### config.mk
export PLATFORM = sky130hd
export DESIGN_NAME = mia_motion_irq
export DESIGN_NICKNAME = d
export VERILOG_FILES = /design/src/rtl/mia_pkg.sv /design/src/rtl/mia_run_count.sv /design/src/rtl/mia_pin_ctl.sv /design/src/rtl/mia_motion_irq.sv
export SDC_FILE = /design/constraint.sdc
export NUM_CORES = 1
export LEC_CHECK = 0
export ABC_CLOCK_PERIOD_IN_PS = 8200
export BUFFER_PORTS_ARGS = -buffer_cell sky130_fd_sc_hd__clkbuf_2
export CAP_MARGIN = 20
export CELL_PAD_IN_SITES_DETAIL_PLACEMENT = 1
export CELL_PAD_IN_SITES_GLOBAL_PLACEMENT = 2
export CORE_ASPECT_RATIO = 0.7
export CORE_UTILIZATION = 41
export CTS_BUF_LIST = sky130_fd_sc_hd__clkbuf_2
export CTS_CLUSTER_SIZE = 8
export DETAILED_ROUTE_END_ITERATION = 6
export PLACE_DENSITY = 0.92
export SLEW_MARGIN = 10
export SYNTH_ARGS = -nofsm -noshare
export SYNTH_HDL_FRONTEND = slang
export SYNTH_SLANG_ARGS = --single-unit
export TNS_END_PERCENT = 10
### constraint.sdc
create_clock -name CLK -period 8.2 [get_ports CLK]
set_clock_uncertainty 0.1 [all_clocks]
set_input_delay 0 -clock CLK [delete_from_list [all_inputs] [get_ports CLK]]
set_output_delay 0 -clock CLK [all_outputs]
set_load 0.02 [all_outputs]
### src/rtl/mia_pkg.sv
// constants shared by the motion interrupt unit and its pin and counter modules
// assumes one 40 MHz core clock and an active-low asynchronous core reset
package mia_pkg;

  // default widths of the sample path and programmed settings
  localparam int DATA_W_DEF = 16;
  localparam int THR_W_DEF  = 16;
  localparam int DUR_W_DEF  = 13;

  // event positions in the routing vectors
  localparam int EV_ACT   = 0;
  localparam int EV_STILL = 1;
  localparam int EV_FULL  = 2;
  localparam int EV_WTM   = 3;
  localparam int EV_DRDY  = 4;
  localparam int EV_N     = 5;

  // flag positions inside the two status words
  localparam int FEAT_ACT   = 0;
  localparam int FEAT_STILL = 1;
  localparam int FEAT_N     = 2;
  localparam int BUF_FULL   = 0;
  localparam int BUF_WTM    = 1;
  localparam int BUF_DRDY   = 2;
  localparam int BUF_N      = 3;

  // encodings of the single-bit settings
  localparam logic DRV_OPEN_DRAIN = 1'h1;
  localparam logic DRV_PUSH_PULL  = 1'h0;
  localparam logic POL_ACT_HIGH   = 1'h1;
  localparam logic SENSE_EDGE     = 1'h1;
  localparam logic HOLD_LATCHED   = 1'h1;

  // reset values
  localparam logic RST_BIT = 1'h0;

endpackage : mia_pkg

### src/rtl/mia_run_count.sv
// run-length counter of consecutive qualifying samples for one motion detector
// assumes tick is a one-cycle pulse per new sample on the same clock
`timescale 1ns/1ps
module mia_run_count
  import mia_pkg::*;
#(
  parameter int DUR_W = DUR_W_DEF
)
(
  input  wire logic             clk,
  input  wire logic             reset_n,
  input  wire logic             tick,
  input  wire logic             cond,
  input  wire logic [DUR_W-1:0] dur,
  output logic                  reached
);

  typedef struct packed {
    logic [DUR_W-1:0] cnt;
  } mia_run_st_t;

  mia_run_st_t st_r;
  mia_run_st_t st_nxt;
  logic [DUR_W:0] cnt_inc;

  if (DUR_W < 1)
  begin : g_chk
    $error("mia_run_count: DUR_W must be at least 1");
  end

  always_comb
  begin
    st_nxt  = st_r;
    cnt_inc = {1'h0, st_r.cnt} + {{DUR_W{1'h0}}, 1'h1};
    // a duration of zero behaves as one sample
    reached = tick & cond & (cnt_inc >= {1'h0, dur});
    if (tick)
    begin
      if (!cond)
        st_nxt.cnt = '0;
      else if (!cnt_inc[DUR_W])
        st_nxt.cnt = cnt_inc[DUR_W-1:0]; // saturates instead of wrapping back to a short run
    end
  end

  always_ff @(posedge clk or negedge reset_n)
  begin
    if (!reset_n)
      st_r <= '0;
    else
      st_r <= st_nxt;
  end

endmodule : mia_run_count

### src/rtl/mia_pin_ctl.sv
// electrical control and input sensing of one interrupt pin
// assumes the pin arrives asynchronously; the wire level is resolved outside from out and oe
`timescale 1ns/1ps
module mia_pin_ctl
  import mia_pkg::*;
(
  input  wire logic clk,
  input  wire logic reset_n,
  input  wire logic irq,
  input  wire logic drive_en,
  input  wire logic drive_type,
  input  wire logic polarity,
  input  wire logic sense_en,
  input  wire logic sense_edge,
  input  wire logic pin_in,
  output logic      pin_out,
  output logic      pin_oe,
  output logic      sensed
);

  typedef struct packed {
    logic sync1;
    logic sync2;
    logic asrt_d;
    logic out;
    logic oe;
    logic sensed;
    logic [1:0] fill;
  } mia_pin_st_t;

  mia_pin_st_t st_r;
  mia_pin_st_t st_nxt;
  logic        lvl;
  logic        inner;

  always_comb
  begin
    st_nxt       = st_r;
    lvl          = (polarity == POL_ACT_HIGH) ? irq : ~irq;
    st_nxt.sync1 = pin_in;
    st_nxt.sync2 = st_r.sync1;
    if (drive_type == DRV_OPEN_DRAIN)
    begin
      st_nxt.out = 1'h0;
      st_nxt.oe  = drive_en & ~lvl;
    end
    else
    begin
      st_nxt.out = lvl;
      st_nxt.oe  = drive_en;
    end
    // own output loops back so no wire round trip is needed
    inner         = (drive_en & sense_en) ? irq : (st_r.sync2 == polarity);
    st_nxt.asrt_d = sense_en & inner;
    if (sense_edge == SENSE_EDGE)
      st_nxt.sensed = sense_en & inner & ~st_r.asrt_d;
    else
      st_nxt.sensed = sense_en & inner;
    // synchroniser holds reset zeros for two edges; an active-low pin would look asserted
    st_nxt.fill = {st_r.fill[0], 1'h1};
    if (!st_r.fill[1])
    begin
      st_nxt.asrt_d = 1'h0;
      st_nxt.sensed = 1'h0;
    end
  end

  always_ff @(posedge clk or negedge reset_n)
  begin
    if (!reset_n)
      st_r <= '0;
    else
      st_r <= st_nxt;
  end

  assign pin_out = st_r.out;
  assign pin_oe  = st_r.oe;
  assign sensed  = st_r.sensed;
endmodule : mia_pin_ctl

### src/rtl/mia_motion_irq.sv
// activity and stillness detectors with status flags and routing onto two interrupt pins
// assumes samples, thresholds and buffer conditions come from logic on CLK; pins are asynchronous
`timescale 1ns/1ps
// Summary of operation
// - activity slope per axis is newest sample minus stored reference sample
// - activity fires when any armed axis slope exceeds threshold for duration samples
// - reference sample is replaced only when activity fires
// - activity status drops once slope is no longer above the threshold
// - stillness slope per axis is difference of two successive samples
// - stillness works when at least one of its three axis arm bits is set
// - stillness fires when every armed slope stays below threshold for duration
// - stillness run count restarts whenever any armed slope is not below threshold
// - stillness status clears at once when an armed slope reaches the threshold
// - each pin drives only while its drive enable bit is set
// - drive type one means open drain, zero means push pull
// - polarity chooses high or low level for an asserted pin
// - sensing pin with drive enabled follows the pin's own interrupt output
// - sense trigger type selects edge or level recognition of the pin input
// - hold mode sets latched or not for buffer events; feature events latched until read or until their status drops
// - latched flags clear on status read, releasing pins driven by them
// - cleared latched flag sets again when its condition next rises from inactive
// - non-latched flags and pins follow the condition without any read
// - an event reaches a pin only while its routing bit is set
// - feature flags and buffer or sample-ready flags sit in separate status words
module mia_motion_irq
  import mia_pkg::*;
#(
  parameter int DATA_W = DATA_W_DEF,
  parameter int THR_W  = THR_W_DEF,
  parameter int DUR_W  = DUR_W_DEF
)
(
  input  wire logic              CLK,
  input  wire logic              RESET_N,
  input  wire logic              SAMPLE_VALID,
  input  wire logic [DATA_W-1:0] ACC_X,
  input  wire logic [DATA_W-1:0] ACC_Y,
  input  wire logic [DATA_W-1:0] ACC_Z,
  input  wire logic [THR_W-1:0]  ACT_THRESHOLD,
  input  wire logic [DUR_W-1:0]  ACT_DURATION,
  input  wire logic              ACT_FIRST_AXIS_ARM,
  input  wire logic              ACT_SECOND_AXIS_ARM,
  input  wire logic              ACT_THIRD_AXIS_ARM,
  input  wire logic [THR_W-1:0]  STILL_THRESHOLD,
  input  wire logic [DUR_W-1:0]  STILL_DURATION,
  input  wire logic              STILL_FIRST_AXIS_ARM,
  input  wire logic              STILL_SECOND_AXIS_ARM,
  input  wire logic              STILL_THIRD_AXIS_ARM,
  input  wire logic              BUF_FULL_COND,
  input  wire logic              BUF_WATERMARK_COND,
  input  wire logic              SAMPLE_READY_COND,
  input  wire logic              HOLD_UNTIL_READ_SEL,
  input  wire logic              FEATURE_FLAGS_READ,
  input  wire logic              BUFFER_FLAGS_READ,
  input  wire logic [EV_N-1:0]   PIN_A_ROUTE_BITS,
  input  wire logic [EV_N-1:0]   PIN_B_ROUTE_BITS,
  input  wire logic              PIN_A_DRIVE_ENABLE,
  input  wire logic              PIN_A_DRIVE_TYPE_SEL,
  input  wire logic              PIN_A_POLARITY,
  input  wire logic              PIN_A_SENSE_ENABLE,
  input  wire logic              PIN_A_SENSE_TRIGGER_TYPE,
  input  wire logic              PIN_B_DRIVE_ENABLE,
  input  wire logic              PIN_B_DRIVE_TYPE_SEL,
  input  wire logic              PIN_B_POLARITY,
  input  wire logic              PIN_B_SENSE_ENABLE,
  input  wire logic              PIN_B_SENSE_TRIGGER_TYPE,
  input  wire logic              IRQ_PIN_A_IN,
  input  wire logic              IRQ_PIN_B_IN,
  output logic                   IRQ_PIN_A_OUT,
  output logic                   IRQ_PIN_A_OE,
  output logic                   IRQ_PIN_B_OUT,
  output logic                   IRQ_PIN_B_OE,
  output logic                   PIN_A_SENSED,
  output logic                   PIN_B_SENSED,
  output logic [FEAT_N-1:0]      FEATURE_EVENT_FLAGS,
  output logic [BUF_N-1:0]       BUFFER_READY_EVENT_FLAGS
);

  typedef struct packed {
    logic [2:0][DATA_W-1:0] refs;
    logic [2:0][DATA_W-1:0] prev;
    logic                   prev_ok;
    logic                   act_stat;
    logic                   still_stat;
    logic [FEAT_N-1:0]      feat;
    logic [BUF_N-1:0]       bufs;
    logic [BUF_N-1:0]       cond_d;
  } mia_core_st_t;

  mia_core_st_t           st_r;
  mia_core_st_t           st_nxt;
  logic [2:0][DATA_W-1:0] smp;
  logic [2:0]             act_arm;
  logic [2:0]             still_arm;
  logic [DATA_W:0]        thr_act;
  logic [DATA_W:0]        thr_still;
  logic                   act_over;
  logic                   still_quiet;
  logic                   still_cond;
  logic                   act_reached;
  logic                   still_reached;
  logic                   act_trig;
  logic [FEAT_N-1:0]      feat_rise;
  logic [BUF_N-1:0]       buf_cond;
  logic [BUF_N-1:0]       buf_rise;
  logic [EV_N-1:0]        ev;
  logic                   irq_a;
  logic                   irq_b;

  if (DATA_W < 2 || THR_W < 1 || THR_W > DATA_W + 1 || DUR_W < 1)
  begin : g_chk
    $error("mia_motion_irq: unsupported width parameters");
  end

  // magnitude of a signed difference; one extra bit keeps full-scale swings exact
  function automatic logic [DATA_W:0] abs_slope(input logic [DATA_W-1:0] a, input logic [DATA_W-1:0] b);
    logic signed [DATA_W:0] d;
    d = $signed({a[DATA_W-1], a}) - $signed({b[DATA_W-1], b});
    abs_slope = d[DATA_W] ? $unsigned(-d) : $unsigned(d);
  endfunction : abs_slope

  assign smp       = {ACC_Z, ACC_Y, ACC_X};
  assign act_arm   = {ACT_THIRD_AXIS_ARM, ACT_SECOND_AXIS_ARM, ACT_FIRST_AXIS_ARM};
  assign still_arm = {STILL_THIRD_AXIS_ARM, STILL_SECOND_AXIS_ARM, STILL_FIRST_AXIS_ARM};
  assign thr_act   = (DATA_W + 1)'(ACT_THRESHOLD);
  assign thr_still = (DATA_W + 1)'(STILL_THRESHOLD);
  assign buf_cond  = {SAMPLE_READY_COND, BUF_WATERMARK_COND, BUF_FULL_COND};

  always_comb
  begin
    act_over    = 1'h0;
    still_quiet = 1'h1;
    for (int i = 0; i < 3; i++)
    begin
      if (act_arm[i] && (abs_slope(smp[i], st_r.refs[i]) > thr_act))
        act_over = 1'h1;
      if (still_arm[i] && !(abs_slope(smp[i], st_r.prev[i]) < thr_still))
        still_quiet = 1'h0;
    end
    // the first sample after reset has no predecessor and cannot count as still
    still_cond = (|still_arm) & still_quiet & st_r.prev_ok;
  end

  mia_run_count #(
    .DUR_W (DUR_W)
  ) u_act_run (
    .clk     (CLK),
    .reset_n (RESET_N),
    .tick    (SAMPLE_VALID),
    .cond    (act_over),
    .dur     (ACT_DURATION),
    .reached (act_reached)
  );

  mia_run_count #(
    .DUR_W (DUR_W)
  ) u_still_run (
    .clk     (CLK),
    .reset_n (RESET_N),
    .tick    (SAMPLE_VALID),
    .cond    (still_cond),
    .dur     (STILL_DURATION),
    .reached (still_reached)
  );

  always_comb
  begin
    st_nxt   = st_r;
    act_trig = SAMPLE_VALID & act_reached & ~st_r.act_stat;
    if (SAMPLE_VALID)
    begin
      st_nxt.act_stat   = act_over & (st_r.act_stat | act_reached);
      st_nxt.still_stat = still_cond & (st_r.still_stat | still_reached);
      st_nxt.prev       = smp;
      st_nxt.prev_ok    = 1'h1;
      if (act_trig)
        st_nxt.refs = smp;
    end
    feat_rise = {st_nxt.still_stat & ~st_r.still_stat, st_nxt.act_stat & ~st_r.act_stat};
    // feature flags hold until read or until their status drops; a new event in the read cycle still wins
    st_nxt.feat = feat_rise | (st_r.feat & ~{FEAT_N{FEATURE_FLAGS_READ}}
                  & {st_nxt.still_stat, st_nxt.act_stat});
    buf_rise      = buf_cond & ~st_r.cond_d;
    st_nxt.cond_d = buf_cond;
    if (HOLD_UNTIL_READ_SEL == HOLD_LATCHED)
      st_nxt.bufs = buf_rise | (st_r.bufs & ~{BUF_N{BUFFER_FLAGS_READ}});
    else
      st_nxt.bufs = buf_cond;
    // pins take next-state flags so a pin moves in the same cycle as its status word
    ev    = {st_nxt.bufs, st_nxt.feat};
    irq_a = |(ev & PIN_A_ROUTE_BITS);
    irq_b = |(ev & PIN_B_ROUTE_BITS);
  end

  always_ff @(posedge CLK or negedge RESET_N)
  begin
    if (!RESET_N)
      st_r <= '0;
    else
      st_r <= st_nxt;
  end

  assign FEATURE_EVENT_FLAGS      = st_r.feat;
  assign BUFFER_READY_EVENT_FLAGS = st_r.bufs;

  mia_pin_ctl u_pin_a (
    .clk        (CLK),
    .reset_n    (RESET_N),
    .irq        (irq_a),
    .drive_en   (PIN_A_DRIVE_ENABLE),
    .drive_type (PIN_A_DRIVE_TYPE_SEL),
    .polarity   (PIN_A_POLARITY),
    .sense_en   (PIN_A_SENSE_ENABLE),
    .sense_edge (PIN_A_SENSE_TRIGGER_TYPE),
    .pin_in     (IRQ_PIN_A_IN),
    .pin_out    (IRQ_PIN_A_OUT),
    .pin_oe     (IRQ_PIN_A_OE),
    .sensed     (PIN_A_SENSED)
  );

  mia_pin_ctl u_pin_b (
    .clk        (CLK),
    .reset_n    (RESET_N),
    .irq        (irq_b),
    .drive_en   (PIN_B_DRIVE_ENABLE),
    .drive_type (PIN_B_DRIVE_TYPE_SEL),
    .polarity   (PIN_B_POLARITY),
    .sense_en   (PIN_B_SENSE_ENABLE),
    .sense_edge (PIN_B_SENSE_TRIGGER_TYPE),
    .pin_in     (IRQ_PIN_B_IN),
    .pin_out    (IRQ_PIN_B_OUT),
    .pin_oe     (IRQ_PIN_B_OE),
    .sensed     (PIN_B_SENSED)
  );
endmodule : mia_motion_irq

After elaboration in Yosys (flattened, before gate mapping)

Index checks and enable logic that the tools add are counted.
W data, S select, Z words.

Equality and inequality tests: 4
Reduce and logical (&&, ||, !) cells: 15
Div/mod/pow operators: 0
Bitwise logic cells: 41
Shifts and indexed selects: 0
Mux-type cells: 30
Order comparisons: 8
Multiply operators: 0
Add/sub/neg operators: 14

Operator list:

| cell                    | number |
|---|---|
| $mux W17                | 6 |
| $neg A17 Y17            | 6 |
| $sub A16 B16 Y17        | 6 |
| $mux W13                | 4 |
| $gt A17 B16 Y1          | 3 |
| $lt A17 B16 Y1          | 3 |
| $add A13 B1 Y14 const B | 2 |
| $ge A14 B13 Y1          | 2 |
| $and A1 B1 Y1           | 20 |
| $mux W1                 | 16 |
| $and A5 B5 Y5           | 2 |
| $reduce_or A5 Y1        | 2 |
| $not A1 Y1              | 8 |
| $and A3 B3 Y3           | 2 |
| $logic_and A1 B1 Y1     | 6 |
| $mux W2                 | 3 |
| $not A3 Y3              | 2 |
| $reduce_and A2 Y1       | 3 |
| $and A2 B2 Y2           | 2 |
| $ne A2 B2 Y1 const B    | 2 |
| $logic_not A1 Y1        | 3 |
| $mux W3                 | 1 |
| $or A3 B3 Y3            | 1 |
| $reduce_or A3 Y1        | 1 |
| other kinds (4)         | 6 |

Output and inout port bits: 11
Memories: 0
Register bits: 149
Word-level logic and storage cells: 140
Memory bits (writable): 0
Bits in latches: 0
Bits in read-only memories: 0
Input port bits: 143

Logic depth before layout (Yosys ltp)

Word-level depth: 25
Mapped depth: 27
Gate-level depth less buffers: 25

Modules after synthesis

A second synthesis with hierarchy kept.

Cell total of the unflattened synthesis: 1936
Area, all modules: 16314.4 um^2

By module, submodules not included:

| module         | seq. area each (um^2) | cells each | area each (um^2) | instances |
|---|---|---|---|---|
| mia_motion_irq | 2677.6                | 1646       | 13471.7          | 1 |
| mia_run_count  | 325.3                 | 128        | 1156.1           | 2 |
| mia_pin_ctl    | 200.2                 | 17         | 265.3            | 2 |

Worst setup path after synthesis

No wires, ideal clock.

Path type: reg2reg
Start: register st_r[91] (netlist name)
End: register st_r[61] (netlist name)
Path slack: 2.749 ns
Arrival: 5.226 ns
Library setup time: 0.125 ns
Buffers on the path: 2
Cell stages (with the launch flop): 25
Clock period less this slack: 5.451 ns
Required time: 7.975 ns
Path through: dfrtp_1 -> ha_1 -> inv_1 -> fa_1 -> a21o_1 -> a221oi_1 -> xor2_1 -> nand3_1 -> or4b_2 -> nor4_1 -> nor2_1 -> xor2_1 -> ha_1 -> a21o_1 -> a211oi_1 -> o21ai_0 -> o31ai_1 -> o21ai_0 -> a21oi_1 -> o41a_1 -> and3_4 -> or2_4 -> buf_6 -> buf_6 -> mux2_4

Word-level cells in the longest chain between the ends: 11

Ends and longest elaborated chain:

| what                                   | RTL line              | source |
|---|---|---|
| from (decl)                            | mia_motion_irq.sv:90  | `mia_core_st_t st_r;` |
| from (signal assigned)                 | mia_motion_irq.sv:200 | `st_r <= st_nxt;` |
| $sub A16 B16 Y17 (*)                   | mia_motion_irq.sv:118 | `d = $signed({a[DATA_W-1], a}) - $signed({b[DATA_W-1], b});` |
| $neg A17 Y17                           | mia_motion_irq.sv:119 | `abs_slope = d[DATA_W] ? $unsigned(-d) : $unsigned(d);` |
| $mux W17 (*)                           | mia_motion_irq.sv:119 |  |
| $gt A17 B16 Y1 (*)                     | mia_motion_irq.sv:135 | `if (act_arm[i] && (abs_slope(smp[i], st_r.refs[i]) > thr_act))` |
| $logic_and A1 B1 Y1 (*)                | mia_motion_irq.sv:135 |  |
| $mux W1 (*)                            | mia_motion_irq.sv:135 |  |
| $and A1 B1 Y1 (*) (2 in series)        | mia_run_count.sv:36   | `reached = tick & cond & (cnt_inc >= {1'h0, dur});` |
| $and A1 B1 Y1 (*) (2 in series)        | mia_motion_irq.sv:169 | `act_trig = SAMPLE_VALID & act_reached & ~st_r.act_stat;` |
| $reduce_and A2 Y1 (no source line) (*) | -                     |  |

Mark *: on every way between the ends. The rest lies on a longest branch, timed or not.
A chain may end at the register's enable or synchronous reset.

==> flow_summary.json <==
{
  "drive_gt1_share_pct": 11.5,
  "slew-limit-headroom_pct": 23.1,
  "async_flop_share_pct": 100,
  "tns_ns": 0,
  "n_fill_cell": 4877,
  "fin_nets": 2770,
  "slowest_stage": "a2111oi_1",
  "rows": 61,
  "htreeDepth": 4,
  "min-delay-start": "ACC_Y[15]",
  "vdd_ir_drop_max_mv": 0.0770,
  "fmax_ghz": 0.128,
  "status": "finished, final reports clean",
  "grt_first_pass_wirelength_um": 98200,
  "io_pins": 154,
  "numPortBuffers": 153,
  "clk_latency_ns": 0.87,
  "r2r-end": "u_pin_a.sensed",
  "min_period_ns": 7.80,
  "drt-initial-drc-count": 1416,
  "drv_cap": 0,
  "areaGrowthSynthToFinish_pct": 22.2,
  "synth_area_leader_cell": "dfrtp_1",
  "drcViolationCount": 0,
  "pwr_density_cell_nw_per_um2": 138,
  "synth_warnings": 0,
  "slowest_delay_ns": 0.68,
  "rr_worst_depth": 24,
  "path_clk_slew_ns": 0.26,
  "root_buffer": "clkbuf_2",
  "dieWidth_um": 243,
  "worst-path-max-fanout": 5,
  "arrival_ns": 8.44,
  "finalHoldViolations": 0,
  "crit_path_frequent_cell": "dlygate4sd3_1",
  "synth_area_sq_um": 16700,
  "vias": 17200,
  "cts_max_path_buffers": 2,
  "leakagePower_nw": 9.54,
  "rsz0062_at_grt": "no",
  "yosysSeqAreaShare_pct": 22.0,
  "worst_hold_path.endpoint": "st_r[42]",
  "crit_type": "in -> reg",
  "r2r_start": "st_r[17]",
  "endpoint_kind": "flip-flop",
  "setup_violations": 0,
  "viasPerCell": 5.81,
  "slew_violations": 0,
  "synth_cell_types": 84,
  "gp_congestion": 0.912,
  "hold-path-cell-count": 4,
  "fp.dieH_um": 171,
  "drt_wl_total_um": 62500,
  "wl_per_cell_um": 21.2,
  "synth_top_area_share_pct": 22.0,
  "synth.area.top_cells": "dfrtp_1, ha_1, xnor2_1",
  "dieArea_sq_um": 41600,
  "fin_util_pct": 51.1,
  "cts-buffers-inserted": 17,
  "dr.pass1.iters": 5,
  "avgSynthCellArea_sq_um": 8.13,
  "synthFlopType": "dfrtp_1",
  "start_util_pct": 41.9,
  "synth_edf_count": 0,
  "worstSetupStartpointType": "primary input",
  "cts_tree": "yes",
  "period_share_pct": 95.2,
  "synth_cells": 2056,
  "ys_seq_elements": 147,
  "worst_slew_pin_slew_ns": 1.15,
  "synth_nets": 2428,
  "hpwl_um": 43500,
  "track_usage_pct": 29.8,
  "grt_overflow": 0,
  "cp_data_required_time_ns": 8.84,
  "grt_pass1_vias": 17700,
  "r2r_setup_slack_ns": 0.51,
  "core_sq_um": 39900,
  "worstHoldPathType": "in -> reg",
  "grt_max_degree": 84,
  "clkSinkCount": 147,
  "antenna_found_initial": 5,
  "antenna_left": 0
}
per-layer routing:
metal / GRT usage, % / share of wire, %
met1: 42.4 / 48
met3: 4.41 / 5.9
met2: 47.4 / 45
met5: 0 / 0
met4: 7.05 / 1.8
power breakdown:
| group | switching [mW] | internal [mW] | total, mW | leakage [nW] |
|---|---|---|---|---|
| clock network | 0.343 | 0.0876 | 0.431 | 0.123 |
| logic | 0.923 | 0.671 | 1.59 | 7.51 |
| registers | 0.0279 | 0.765 | 0.793 | 1.91 |
| total | 1.29 | 1.52 | 2.82 | 9.54 |
synthesized netlist by cell type (all sizes together), types with 28 or more instances:
library cell / instances
nand2: 180
inv: 206
ha: 223
mux2: 51
xnor2: 101
nor2: 117
nor3: 33
nor2b: 28
o21ai: 148
nand3: 61
dfrtp: 147
clkbuf: 47
xor2: 59
a21o: 53
a21oi: 129
state kept, by name, summed over array words and instances (netlist names), 2 cells and up:
| name | flops |
|---|---|
| u_act_run.st_r | 13 |
| FEATURE_EVENT_FLAGS | 2 |
| u_pin_b.st_nxt | 2 |
| st_r | 102 |
| BUFFER_READY_EVENT_FLAGS | 3 |
| u_pin_b.st_r | 2 |
| u_pin_a.st_r | 3 |
| u_still_run.st_r | 13 |
cell families after synthesis:
family / after synthesis / synth area share, %
flops: 147 / 22.0
simple gates: 597 / 17.8
xor+xnor: 160 / 8.39
other cells: 1 / 0.0224
fa+ha+maj: 229 / 17.4
buf+inv: 268 / 6.34
mux: 70 / 4.91
compound gates: 584 / 23.1
final cells by class:
class / count / area (sq um) / area share [%]
timing repair buffer: 384 / 3090 / 15.1
tap: 535 / 669 / 3.28
inverter: 207 / 777 / 3.81
multi-input combinational: 1641 / 12000 / 58.7
antenna: 6 / 15.0 / 0.0736
clock inverter: 15 / 120 / 0.588
sequential: 147 / 3680 / 18.0
clock buffer: 17 / 85.1 / 0.417
cell usage in the layout (no fill, tap or decap), types with 28 or more instances in the layout:
| cell type | Yosys | layout |
|---|---|---|
| xor2_1 | 59 | 59 |
| xnor2_1 | 101 | 101 |
| dfrtp_1 | 147 | 147 |
| nor2b_1 | 28 | 28 |
| nor2_1 | 117 | 117 |
| nor3_1 | 33 | 33 |
| mux2_2 | 36 | 36 |
| clkbuf_2 | 0 | 168 |
| ha_1 | 223 | 223 |
| a21o_1 | 53 | 53 |
| dlygate4sd3_1 | 0 | 219 |
| a21oi_1 | 128 | 128 |
| nand3_1 | 61 | 61 |
| nand2_1 | 180 | 180 |
| inv_1 | 206 | 206 |
| o21ai_0 | 145 | 145 |
what timing repair did:
item / 4_1_cts / 5_1_grt
hold endpoints to repair: 289 / 1
buffers inserted: 0 / 0
resized for setup: 0 / 3
hold buffers: 219 / 1
endpoints found under the setup margin: 0 / 1
through the flow:
stage / hold slack [ns] / instances / instance area, sq um / worst slack (ns) / total power, mW
after global routing: 0.00314 / 2951 / 20400 / 0.0391 / 3.02
final: 0.0745 / 2952 / 20400 / 0.397 / 2.82
after floorplan: -0.396 / 2056 / 16700 / 2.75 / 1.81
after CTS: 0.00550 / 2942 / 20300 / 0.430 / 2.78
after global placement: -0.0292 / 2690 / 17900 / 1.15 / 2.16
after detailed placement: -0.0304 / 2691 / 17900 / 1.43 / 2.24
critical path: cells and delay by family:
family,cells,cell delay [ns]
and+or+nand+nor,2,0.57
adders and majority gates,3,0.93
buffers and inverters,10,3.55
xor gates and xnor gates,2,0.28
AOI/OAI and AO/OA,12,3.12
how the worst max path moves through the flow:
stage                      to  slack [ns]  startpoint
3_3_place_gp         st_r[87]        1.15    st_r[92]
4_1_cts        u_pin_a.sensed        0.43    ACC_Z[0]
5_1_grt        u_pin_a.sensed        0.04    st_r[17]
6_report       u_pin_a.sensed        0.40    ACC_Z[0]
3_5_place_dp         st_r[93]        1.43    st_r[91]
2_1_floorplan        st_r[61]        2.75    st_r[91]
Power figures use the tool's default switching activity.
